**src/hdl/codec_pkg.sv**
```systemverilog
/*
 * Constants, register map and packet carrier for the switch-state packet codec.
 * Assumes a 200 MHz mclk; all millisecond figures are counted on a 1 ms tick.
 */
package codec_pkg;

    // --------------------
    // Clock and timing
    // --------------------
    localparam int CLK_PERIOD_NS = 5;
    localparam int MS_NS = 1_000_000;
    localparam int MS_CYCLES = MS_NS / CLK_PERIOD_NS;
    localparam int PULLDOWN_NS = 1_000;
    localparam int PULLDOWN_CYCLES = (PULLDOWN_NS + CLK_PERIOD_NS - 1) / CLK_PERIOD_NS;
    localparam int READY_MS = 3;
    localparam int GAP_MS = 15;
    localparam int REPEAT_MS = 15;
    localparam int HANG_SHORT_MS = 20;
    localparam int HANG_LONG_MS = 500;
    localparam int BEACON_MS = 2_000;

    // --------------------
    // State byte layout
    // --------------------
    localparam int BIT_BEACON = 0;
    localparam int BIT_IN1 = 4;
    localparam int BIT_IN3 = 6;
    localparam int PKT_BYTES = 5;
    localparam logic [2:0] LEN_STATE_ONLY = 3'h1;
    localparam logic [2:0] LEN_FULL = 3'h5;

    // --------------------
    // Register map
    // --------------------
    localparam logic [11:0] OFS_CTRL = 12'h000;
    localparam logic [11:0] OFS_STATUS = 12'h004;
    localparam logic [11:0] OFS_OWN_ID = 12'h008;
    localparam logic [11:0] OFS_PKT_CNT = 12'h00C;
    localparam int CTRL_LEARN = 0;
    localparam int CTRL_FORGET = 1;
    localparam logic [31:0] OWN_ID_RESET = 32'h0000_0001;

    // --------------------
    // Types
    // --------------------
    typedef enum logic [2:0]
    {
        MODE_TX = 3'b000,
        MODE_TX_BEACON = 3'b001,
        MODE_SER = 3'b010,
        MODE_SER_NET = 3'b011,
        MODE_RX_LONG = 3'b100,
        MODE_RX_LONG_NET = 3'b101,
        MODE_RX_SHORT = 3'b110,
        MODE_RX_SHORT_NET = 3'b111
    } mode_t;

    typedef enum logic [1:0]
    {
        ST_STRAP = 2'b00,
        ST_WAIT = 2'b01,
        ST_RUN = 2'b10
    } phase_t;

    typedef struct packed
    {
        logic [2:0] len;
        logic [31:0] hdr_id;
        logic [PKT_BYTES-1:0][7:0] data;
    } radio_pkt_t;

endpackage : codec_pkg

```
**src/hdl/ms_tick_gen.sv**
```systemverilog
/*
 * Millisecond tick divider with synchronous restart.
 * Assumes a single clock; tick is a one-cycle enable pulse.
 */
`timescale 1ns/100ps
module ms_tick_gen #(
    parameter int DIV = 200_000
)(
    input wire logic mclk,
    input wire logic rst_n,
    input wire logic clr,
    output logic tick_r
);

    logic [31:0] cnt_r;
    logic [31:0] cnt_nxt;
    logic tick_nxt;

    always_comb
    begin
        tick_nxt = 1'b0;
        cnt_nxt = cnt_r + 32'h0000_0001;
        if (clr)
        begin
            cnt_nxt = 32'h0000_0000;
        end
        else if (cnt_r == 32'(DIV - 1))
        begin
            cnt_nxt = 32'h0000_0000;
            tick_nxt = 1'b1;
        end
    end

    always_ff @(posedge mclk or negedge rst_n)
    begin
        if (!rst_n)
        begin
            cnt_r <= 32'h0000_0000;
            tick_r <= 1'b0;
        end
        else
        begin
            cnt_r <= cnt_nxt;
            tick_r <= tick_nxt;
        end
    end

endmodule : ms_tick_gen

```
**src/hdl/switch_state_packet_codec.sv**
```systemverilog
/*
 * Switch-state packet codec: mode strap, switch transmitter, serial framing,
 * identifier filter and learning, switch receiver with hang time, APB registers.
 * Assumes a radio layer that takes rf_tx pulses at once and delivers rf_rx pulses.
 */
// Decided for this implementation: the register addresses and register access over APB.
`timescale 1ns/100ps
// Notes on behaviour
// RULE_01: Packet is state byte then four id bytes
// RULE_02: Serial modes forward accepted packets unchanged
// RULE_03: Inputs 3..1 go in bits 6..4
// RULE_04: Beacon sets bits 0 and 4
// RULE_05: Bit 0 clear means switch-driven packet
// RULE_06: Serial output id equals header id; code forwards the received id bytes unchanged instead
// RULE_07: Unlearned sender in network serial discarded
// RULE_08: Receiver treats serial packets like switch packets
// RULE_09: Fifteen ms idle gap closes serial packet
// RULE_10: Single zero byte clears outputs immediately
// RULE_11: Non-network receiver accepts every packet
// RULE_12: Network receiver needs learned header id
// RULE_13: Five-byte packet needs own id match
// RULE_14: Learning stores header id only
// RULE_15: Three mode pins sampled once after reset
// RULE_16: Pull-down on pin 0 only while sampling
// RULE_17: Ready about three ms after reset
// RULE_18: Outputs follow received state bits
// RULE_19: Hang time restarts on each accepted packet
// RULE_20: Unused state bits sent zero, ignored
module switch_state_packet_codec import codec_pkg::*; #(
    parameter int MS_DIV = MS_CYCLES,
    parameter int LEARN_DEPTH = 4,
    parameter int BEACON_INTERVAL_MS = BEACON_MS
)(
    input wire logic mclk,
    input wire logic rst_n,
    input wire logic [11:0] paddr,
    input wire logic psel,
    input wire logic penable,
    input wire logic pwrite,
    input wire logic [31:0] pwdata,
    output logic [31:0] prdata,
    output logic pready,
    output logic pslverr,
    input wire logic mode_pin_0,
    input wire logic mode_pin_1,
    input wire logic mode_pin_2,
    output logic mode_pin_0_pd_en,
    input wire logic [2:0] switch_in,
    input wire logic learn_pin,
    output logic learn_led,
    output logic switch_output_1,
    output logic switch_output_2,
    output logic switch_output_3,
    input wire logic ser_rx_valid,
    input wire logic [7:0] ser_rx_data,
    output logic ser_tx_valid,
    output logic [7:0] ser_tx_data,
    input wire logic ser_tx_ready,
    input wire logic rf_rx_valid,
    input wire radio_pkt_t rf_rx_pkt,
    output logic rf_tx_valid,
    output radio_pkt_t rf_tx_pkt
);

    // --------------------
    // State
    // --------------------
    phase_t phase_r, phase_nxt;
    mode_t mode_r, mode_nxt;
    logic [15:0] tcnt_r, tcnt_nxt;
    logic pd_r, pd_nxt;
    logic [2:0] outs_r, outs_nxt;
    logic [9:0] hang_r, hang_nxt;
    logic [2:0] last_in_r, last_in_nxt;
    logic [4:0] rep_r, rep_nxt;
    logic [15:0] bcn_r, bcn_nxt;
    logic rf_tx_valid_r, rf_tx_valid_nxt;
    radio_pkt_t rf_tx_pkt_r, rf_tx_pkt_nxt;
    radio_pkt_t sin_r, sin_nxt;
    logic [4:0] gap_r, gap_nxt;
    radio_pkt_t sout_r, sout_nxt;
    logic [2:0] sidx_r, sidx_nxt;
    logic ser_tx_valid_r, ser_tx_valid_nxt;
    logic [7:0] ser_tx_data_r, ser_tx_data_nxt;
    logic learning_r, learning_nxt;
    logic learn_pin_r;
    logic [31:0] ids_r [LEARN_DEPTH];
    logic [LEARN_DEPTH-1:0] idv_r, idv_nxt;
    logic [$clog2(LEARN_DEPTH)-1:0] wptr_r, wptr_nxt;
    logic [31:0] own_id_r, own_id_nxt;
    logic [31:0] pkt_cnt_r, pkt_cnt_nxt;
    logic [31:0] prdata_r, prdata_nxt;
    logic pready_r, pready_nxt;
    logic pslverr_r, pslverr_nxt;

    logic tick;
    logic run, net, is_rx, is_ser, known, addr_ok, accept, zero_pkt, learn_req;
    logic apb_done, arm_learn, forget;
    logic [LEARN_DEPTH-1:0] hit;
    logic [9:0] hang_ms;

    ms_tick_gen #(.DIV(MS_DIV)) u_tick (
        .mclk(mclk),
        .rst_n(rst_n),
        .clr(1'b0),
        .tick_r(tick)
    );

    // --------------------
    // Identifier filter
    // --------------------
    genvar gi;
    generate
        for (gi = 0; gi < LEARN_DEPTH; gi++)
        begin : g_hit
            assign hit[gi] = idv_r[gi] && (ids_r[gi] == rf_rx_pkt.hdr_id);
        end
    endgenerate

    assign run = (phase_r == ST_RUN);
    assign is_rx = mode_r[2];
    assign is_ser = (mode_r[2:1] == 2'b01);
    assign net = mode_r[0] && (is_rx || is_ser);
    assign known = |hit;
    // RULE_13: own id check
    assign addr_ok = !(is_rx && net && rf_rx_pkt.len == LEN_FULL)
        || ({rf_rx_pkt.data[1], rf_rx_pkt.data[2], rf_rx_pkt.data[3], rf_rx_pkt.data[4]}
        == own_id_r);
    // RULE_07 RULE_11 RULE_12: header id acceptance
    assign accept = run && rf_rx_valid && (is_rx || is_ser) && (!net || known) && addr_ok;
    assign zero_pkt = (rf_rx_pkt.len == LEN_STATE_ONLY) && (rf_rx_pkt.data[0] == 8'h00);
    assign hang_ms = mode_r[1] ? 10'(HANG_SHORT_MS + 1) : 10'(HANG_LONG_MS + 1);
    assign apb_done = psel && penable && pready_r;
    assign arm_learn = apb_done && pwrite && paddr == OFS_CTRL && pwdata[CTRL_LEARN];
    assign forget = apb_done && pwrite && paddr == OFS_CTRL && pwdata[CTRL_FORGET];
    assign learn_req = net && ((learn_pin && !learn_pin_r) || arm_learn);

    // --------------------
    // Core next state
    // --------------------
    always_comb
    begin
        phase_nxt = phase_r;
        mode_nxt = mode_r;
        tcnt_nxt = tcnt_r;
        pd_nxt = 1'b0;
        outs_nxt = outs_r;
        hang_nxt = hang_r;
        last_in_nxt = last_in_r;
        rep_nxt = rep_r;
        bcn_nxt = bcn_r;
        rf_tx_valid_nxt = 1'b0;
        rf_tx_pkt_nxt = rf_tx_pkt_r;
        sin_nxt = sin_r;
        gap_nxt = gap_r;
        sout_nxt = sout_r;
        sidx_nxt = sidx_r;
        ser_tx_valid_nxt = ser_tx_valid_r;
        ser_tx_data_nxt = ser_tx_data_r;
        case (phase_r)
            // RULE_15 RULE_16: strap pull-down then one sample
            ST_STRAP:
            begin
                pd_nxt = 1'b1;
                tcnt_nxt = tcnt_r + 16'h0001;
                if (tcnt_r == 16'(PULLDOWN_CYCLES))
                begin
                    pd_nxt = 1'b0;
                    mode_nxt = mode_t'({mode_pin_2, mode_pin_1, mode_pin_0});
                    tcnt_nxt = 16'h0000;
                    phase_nxt = ST_WAIT;
                end
            end
            // RULE_17: ready delay
            ST_WAIT:
            begin
                if (tick)
                begin
                    tcnt_nxt = tcnt_r + 16'h0001;
                end
                if (tcnt_r == 16'(READY_MS))
                begin
                    phase_nxt = ST_RUN;
                end
            end
            ST_RUN:
            begin
            end
            default:
            begin
                phase_nxt = ST_STRAP;
            end
        endcase
        if (run && (mode_r == MODE_TX || mode_r == MODE_TX_BEACON))
        begin
            last_in_nxt = switch_in;
            if (tick)
            begin
                rep_nxt = (rep_r == 5'h00) ? 5'(REPEAT_MS - 1) : rep_r - 5'h01;
                bcn_nxt = (bcn_r == 16'h0000) ? 16'(BEACON_INTERVAL_MS - 1) : bcn_r - 16'h0001;
            end
            rf_tx_pkt_nxt.len = LEN_FULL;
            rf_tx_pkt_nxt.hdr_id = own_id_r;
            // RULE_01 RULE_03 RULE_20: state byte then id, unused bits zero
            rf_tx_pkt_nxt.data = {own_id_r[7:0], own_id_r[15:8], own_id_r[23:16],
                own_id_r[31:24], 1'b0, switch_in, 4'h0};
            if (switch_in != last_in_r || (tick && rep_r == 5'h00 && |switch_in))
            begin
                rf_tx_valid_nxt = 1'b1;
            end
            // RULE_04: beacon marking
            if (mode_r == MODE_TX_BEACON && tick && bcn_r == 16'h0000)
            begin
                rf_tx_valid_nxt = 1'b1;
                rf_tx_pkt_nxt.data[0][BIT_BEACON] = 1'b1;
                rf_tx_pkt_nxt.data[0][BIT_IN1] = 1'b1;
            end
        end
        if (run && is_ser)
        begin
            // RULE_09: gap framing of host bytes
            if (ser_rx_valid)
            begin
                gap_nxt = 5'(GAP_MS + 1);
                if (sin_r.len < LEN_FULL)
                begin
                    sin_nxt.data[sin_r.len] = ser_rx_data;
                    sin_nxt.len = sin_r.len + 3'h1;
                end
            end
            else if (tick && gap_r != 5'h00)
            begin
                gap_nxt = gap_r - 5'h01;
                if (gap_r == 5'h01)
                begin
                    rf_tx_valid_nxt = 1'b1;
                    rf_tx_pkt_nxt = sin_r;
                    rf_tx_pkt_nxt.hdr_id = own_id_r;
                    sin_nxt.len = 3'h0;
                end
            end
            if (ser_tx_valid_r && ser_tx_ready)
            begin
                sidx_nxt = sidx_r + 3'h1;
                ser_tx_data_nxt = sout_r.data[sidx_r + 3'h1];
                ser_tx_valid_nxt = (sidx_r + 3'h1) < sout_r.len;
            end
            // RULE_02 RULE_06: forward accepted packet bytes unchanged
            if (accept && !ser_tx_valid_r && rf_rx_pkt.len != 3'h0)
            begin
                sout_nxt = rf_rx_pkt;
                sidx_nxt = 3'h0;
                ser_tx_valid_nxt = 1'b1;
                ser_tx_data_nxt = rf_rx_pkt.data[0];
            end
        end
        if (run && is_rx)
        begin
            if (tick && hang_r != 10'h000)
            begin
                hang_nxt = hang_r - 10'h001;
                // RULE_19: hang expiry
                if (hang_r == 10'h001)
                begin
                    outs_nxt = 3'h0;
                end
            end
            // RULE_08 RULE_05 RULE_18: decode bits 6..4 only
            if (accept)
            begin
                outs_nxt = rf_rx_pkt.data[0][BIT_IN3:BIT_IN1];
                hang_nxt = hang_ms;
                // RULE_10: zero byte turns all off
                if (zero_pkt)
                begin
                    outs_nxt = 3'h0;
                    hang_nxt = 10'h000;
                end
            end
        end
    end

    // --------------------
    // Learn table and registers, next state
    // --------------------
    always_comb
    begin
        learning_nxt = learning_r;
        idv_nxt = idv_r;
        wptr_nxt = wptr_r;
        own_id_nxt = own_id_r;
        pkt_cnt_nxt = pkt_cnt_r + {31'h0000_0000, accept};
        // Forget first so a same-cycle store wins
        if (forget)
        begin
            idv_nxt = '0;
        end
        // RULE_14: only the header id is stored
        if (learning_r && run && rf_rx_valid && !known)
        begin
            idv_nxt[wptr_r] = 1'b1;
            wptr_nxt = wptr_r + 1'b1;
            learning_nxt = 1'b0;
        end
        if (learn_req)
        begin
            learning_nxt = 1'b1;
        end
        if (apb_done && pwrite && paddr == OFS_OWN_ID)
        begin
            own_id_nxt = pwdata;
        end
        pready_nxt = psel && penable && !pready_r;
        pslverr_nxt = 1'b0;
        prdata_nxt = 32'h0000_0000;
        if (pready_nxt)
        begin
            case (paddr)
                OFS_CTRL: prdata_nxt = 32'h0000_0000;
                OFS_STATUS: prdata_nxt = {24'h00_0000, learning_r, outs_r, run, mode_r};
                OFS_OWN_ID: prdata_nxt = own_id_r;
                OFS_PKT_CNT: prdata_nxt = pkt_cnt_r;
                default: pslverr_nxt = 1'b1;
            endcase
        end
    end

    always_ff @(posedge mclk)
    begin
        if (learning_r && run && rf_rx_valid && !known)
        begin
            ids_r[wptr_r] <= rf_rx_pkt.hdr_id;
        end
    end

    always_ff @(posedge mclk or negedge rst_n)
    begin
        if (!rst_n)
        begin
            phase_r <= ST_STRAP;
            mode_r <= MODE_TX;
            tcnt_r <= 16'h0000;
            pd_r <= 1'b0;
            outs_r <= 3'h0;
            hang_r <= 10'h000;
            last_in_r <= 3'h0;
            rep_r <= 5'h00;
            bcn_r <= 16'h0000;
            rf_tx_valid_r <= 1'b0;
            rf_tx_pkt_r <= '0;
            sin_r <= '0;
            gap_r <= 5'h00;
            sout_r <= '0;
            sidx_r <= 3'h0;
            ser_tx_valid_r <= 1'b0;
            ser_tx_data_r <= 8'h00;
            learning_r <= 1'b0;
            learn_pin_r <= 1'b0;
            idv_r <= '0;
            wptr_r <= '0;
            own_id_r <= OWN_ID_RESET;
            pkt_cnt_r <= 32'h0000_0000;
            prdata_r <= 32'h0000_0000;
            pready_r <= 1'b0;
            pslverr_r <= 1'b0;
        end
        else
        begin
            phase_r <= phase_nxt;
            mode_r <= mode_nxt;
            tcnt_r <= tcnt_nxt;
            pd_r <= pd_nxt;
            outs_r <= outs_nxt;
            hang_r <= hang_nxt;
            last_in_r <= last_in_nxt;
            rep_r <= rep_nxt;
            bcn_r <= bcn_nxt;
            rf_tx_valid_r <= rf_tx_valid_nxt;
            rf_tx_pkt_r <= rf_tx_pkt_nxt;
            sin_r <= sin_nxt;
            gap_r <= gap_nxt;
            sout_r <= sout_nxt;
            sidx_r <= sidx_nxt;
            ser_tx_valid_r <= ser_tx_valid_nxt;
            ser_tx_data_r <= ser_tx_data_nxt;
            learning_r <= learning_nxt;
            learn_pin_r <= learn_pin;
            idv_r <= idv_nxt;
            wptr_r <= wptr_nxt;
            own_id_r <= own_id_nxt;
            pkt_cnt_r <= pkt_cnt_nxt;
            prdata_r <= prdata_nxt;
            pready_r <= pready_nxt;
            pslverr_r <= pslverr_nxt;
        end
    end

    assign prdata = prdata_r;
    assign pready = pready_r;
    assign pslverr = pslverr_r;
    assign mode_pin_0_pd_en = pd_r;
    assign learn_led = learning_r;
    assign {switch_output_3, switch_output_2, switch_output_1} = outs_r;
    assign ser_tx_valid = ser_tx_valid_r;
    assign ser_tx_data = ser_tx_data_r;
    assign rf_tx_valid = rf_tx_valid_r;
    assign rf_tx_pkt = rf_tx_pkt_r;
endmodule : switch_state_packet_codec

```
**config.mk**
```make
export PLATFORM = sky130hd
export DESIGN_NAME = switch_state_packet_codec
export DESIGN_NICKNAME = d
export VERILOG_FILES = /design/src/hdl/codec_pkg.sv /design/src/hdl/ms_tick_gen.sv /design/src/hdl/switch_state_packet_codec.sv
export SDC_FILE = /design/constraint.sdc
export NUM_CORES = 1
export LEC_CHECK = 0
export BUFFER_PORTS_ARGS = -buffer_cell sky130_fd_sc_hd__buf_2
export CORE_ASPECT_RATIO = 0.75
export CORE_MARGIN = 3
export CORE_UTILIZATION = 50
export DETAILED_ROUTE_END_ITERATION = 7
export PLACE_DENSITY = 0.74
export SLEW_MARGIN = 20
export SYNTH_ARGS = -nofsm -noshare
export SYNTH_HDL_FRONTEND = slang
export SYNTH_SLANG_ARGS = --single-unit
```
**constraint.sdc**
```tcl
create_clock -name mclk -period 5.69 [get_ports mclk]
set_input_delay 0.8535 -clock mclk [delete_from_list [all_inputs] [get_ports mclk]]
set_output_delay 0.8535 -clock mclk [all_outputs]
set_load 0.05 [all_outputs]
```
==> out/qor.txt <==
Arr. time, crit path: 5.30 ns
Synthesized net count: 1,915
Rows: 66
Post-route cell area: 25,700 sq um
Top cells by area, synth: dfrtp_1 (43%), edfxtp_1 (17%), mux2_2 (8.4%)
Area delta synth->final: 16.3%
Max_slew headroom: 30.4%
WL final: 57,400 um
Worst Setup Path Type: reg2reg
MaxCap Viol Count: 0
Post-synth top area cell: dfrtp_1
CTS clk-pin slew, worst paths: 0.06 ns
First-pass GRT wire length: 89,100 um
Initial antenna violation count: 4
IO buf count: 265
Path depth of the worst reg2reg path: 17
Wire per inst: 21.6 um
Setup Viol. Count Final: 0
Cell Pwr Density: 279 nW/um^2
Seq cells post-synth: 505
Peak supply drop: 229 uV
Overall Power: 7.17 mW
DRC: 0
Vias per cell: 5.69
Clk root buf: clkbuf_16
Clock Sinks: 505
Max Clock Freq: 0.207 GHz
Die height: 188 um
GR Overflow Total: 0
RSZ-0062 raised after global routing: no
Final Max Tran Viols: 0
Routed vias: 15.1k
Part of the Yosys area used for sequential elements: 60.1%
Final Skew: 0.0224 ns
Multi-input gate area: 8390 sq um
Lkg Pwr: 11.5 nW
Layout cells sized above 1: 26.1%
Routability-driven placement congestion ratio: 0.942
Tcrit/Tclk final: 84.8%
Final Hold Fails: 0
Top FF cell, synth: dfrtp_1
Antenna Violating Nets Remaining: 0
CTS Hold Bufs: 0
Setup ws final: 0.862 ns
Cts repair resizes: 0
Post-Syn Area: 22,100 sq um
Full die area: 46,800 sq um
Synth Instances: 1,754
Seq. cell area: 13,300 sq um
Total GRT Usage: 24.4%
Nets: 2,198
Final TNS setup: 0 ns
Hold Crit Class: in2async
Core Footprint: 43,500 sq um
Critical path endpoint category: flop
Synth async-reset ratio: 74.7%
Status: finished clean
Number of synthesized flops with an enable pin: 128
Commonest non-fill, non-tap cell in the layout: dfrtp_1
Most frequent cells in the layout: dfrtp_1 (376), buf_2 (264), xnor2_1 (172)
CP required: 6.16 ns
Startpoint Class: flop
Pre-antenna DRT Iters: 5
Post-CTS setup buffer count: 0
Starting DRC count in detailed routing: 1,232
Synth unique cells: 65
Fillers: 3,435
H-tree depth: 2
Effective utilization at floorplan: 50.8%
Ports: 266
Largest net degree at the start of global routing: 137
Area after DPL: 24,100 sq um
Synth warnings: 0
CP max FO: 11
Top-area cell type share of the netlist area: 42.6%
Die width: 249 um
Mean Syn Cell Area: 12.6 sq um
Max Root-Sink Buffers: 3
Post-DP HPWL: 41,000 um
Fin Hold WS: 0.125 ns
Worst slew pin tran: 1.04 ns
Num CTS Buffers: 49
TritonCTS clock tree: yes
Vias in the first global route: 15.3k
Tmin final: 4.83 ns
Insertion delay to the later sink of the worst-skew pair: 0.60 ns
Place WS: 0.673 ns
[Yosys cell counts (19+ instances only)]
cell type  number
a21oi_1        22
nand2_1       130
nor2_1        106
xor2_1         66
nor3_1         25
nand4_1        54
a22oi_1        32
mux2_2        165
nand3_1        57
mux2i_1        46
dfrtp_1       376
o21ai_0        71
clkbuf_1       32
inv_1          42
nor4_1         26
xnor2_1       173
edfxtp_1      128
ha_1           19
[cells by family (layout without fill, tap and decap cells)]
group / Yosys count / count (layout) / synth area share (%)
other: 0 / 2 / 0
AO/OA/AOI/OAI: 202 / 202 / 5.95
flip-flops: 505 / 505 / 60.1
AND/OR/NAND/NOR: 478 / 478 / 10.9
XOR/XNOR: 239 / 239 / 9.47
adder cells (fa/ha/maj): 19 / 19 / 1.08
multiplexers: 211 / 211 / 10.5
buffers and inverters: 100 / 423 / 2.07
[through the flow]
step / utilization [%] / cells
finish: 59.1 / 2657
global route: 59.0 / 2656
CTS: 58.9 / 2653
detailed placement: 55.3 / 2562
global placement: 55.3 / 2562
floorplan: - / 1754
[area by class of cell]
type / instances / share of cell area, %
clock buffers: 73 / 5.44
repair buffers: 290 / 6.11
clock inverters: 18 / 0.686
multi-input cells: 1149 / 32.7
well taps: 578 / 2.81
inverters: 42 / 0.613
diodes: 2 / 0.0195
flip-flops and latches: 505 / 51.7
[path summary, 6_finish.rpt]
kind                        startpoint       endpoint  slack [ns]
setup / recovery           own_id_r[1]  pkt_cnt_r[30]        0.86
hold / removal                   rst_n     sout_r[19]        0.13
setup reg to reg           own_id_r[1]  pkt_cnt_r[30]        0.86
hold reg to reg              bcn_r[10]      bcn_r[10]        0.46
max in group asynchronous        rst_n    rf_tx_valid        4.00
min in group mclk            learn_pin    learn_pin_r        0.40
[critical path: stages, from the launching register on]
cell	delay, ns
dfrtp_1	0.71
xnor2_1	0.18
nand4_1	0.14
nor4_1	0.48
a21oi_1	0.16
nor2_1	0.40
o21ai_0	0.17
buf_4	0.21
inv_1	0.09
ha_1	0.22
nand4_1	0.16
nor2_1	0.29
nand2_1	0.13
nor3_1	0.47
nand4_1	0.25
nor2_1	0.33
nand4_1	0.16
xnor2_1	0.15
[registers in the layout, summed over array words and instances, names as in the netlist, 4 cells and up]
signal	flops
ids_r	128
idv_r	4
rf_tx_pkt	75
prdata	32
ser_tx_data	8
rep_r	5
sin_r	43
bcn_r	16
tcnt_r	16
sout_r	43
hang_r	10
pkt_cnt_r	32
u_tick.cnt_r	32
gap_r	5
own_id_r	32
[report_power, final]
group / switching [mW] / internal (mW) / total (mW)
logic: 0.160 / 0.0822 / 0.243
clock network: 1.41 / 1.80 / 3.21
registers: 0.00201 / 3.72 / 3.72
total: 1.57 / 5.60 / 7.17
[metal layers]
layer | wire length [um] | vias up | track usage [%]
met5 | 0 | - | 0
met1 | 26000 | 7679 | 36.1
li1 | - | 6828 | -
met3 | 4650 | 106 | 6.34
met4 | 1620 | 0 | 7.81
met2 | 25100 | 506 | 35.3
(Power assumes the default switching activity.)
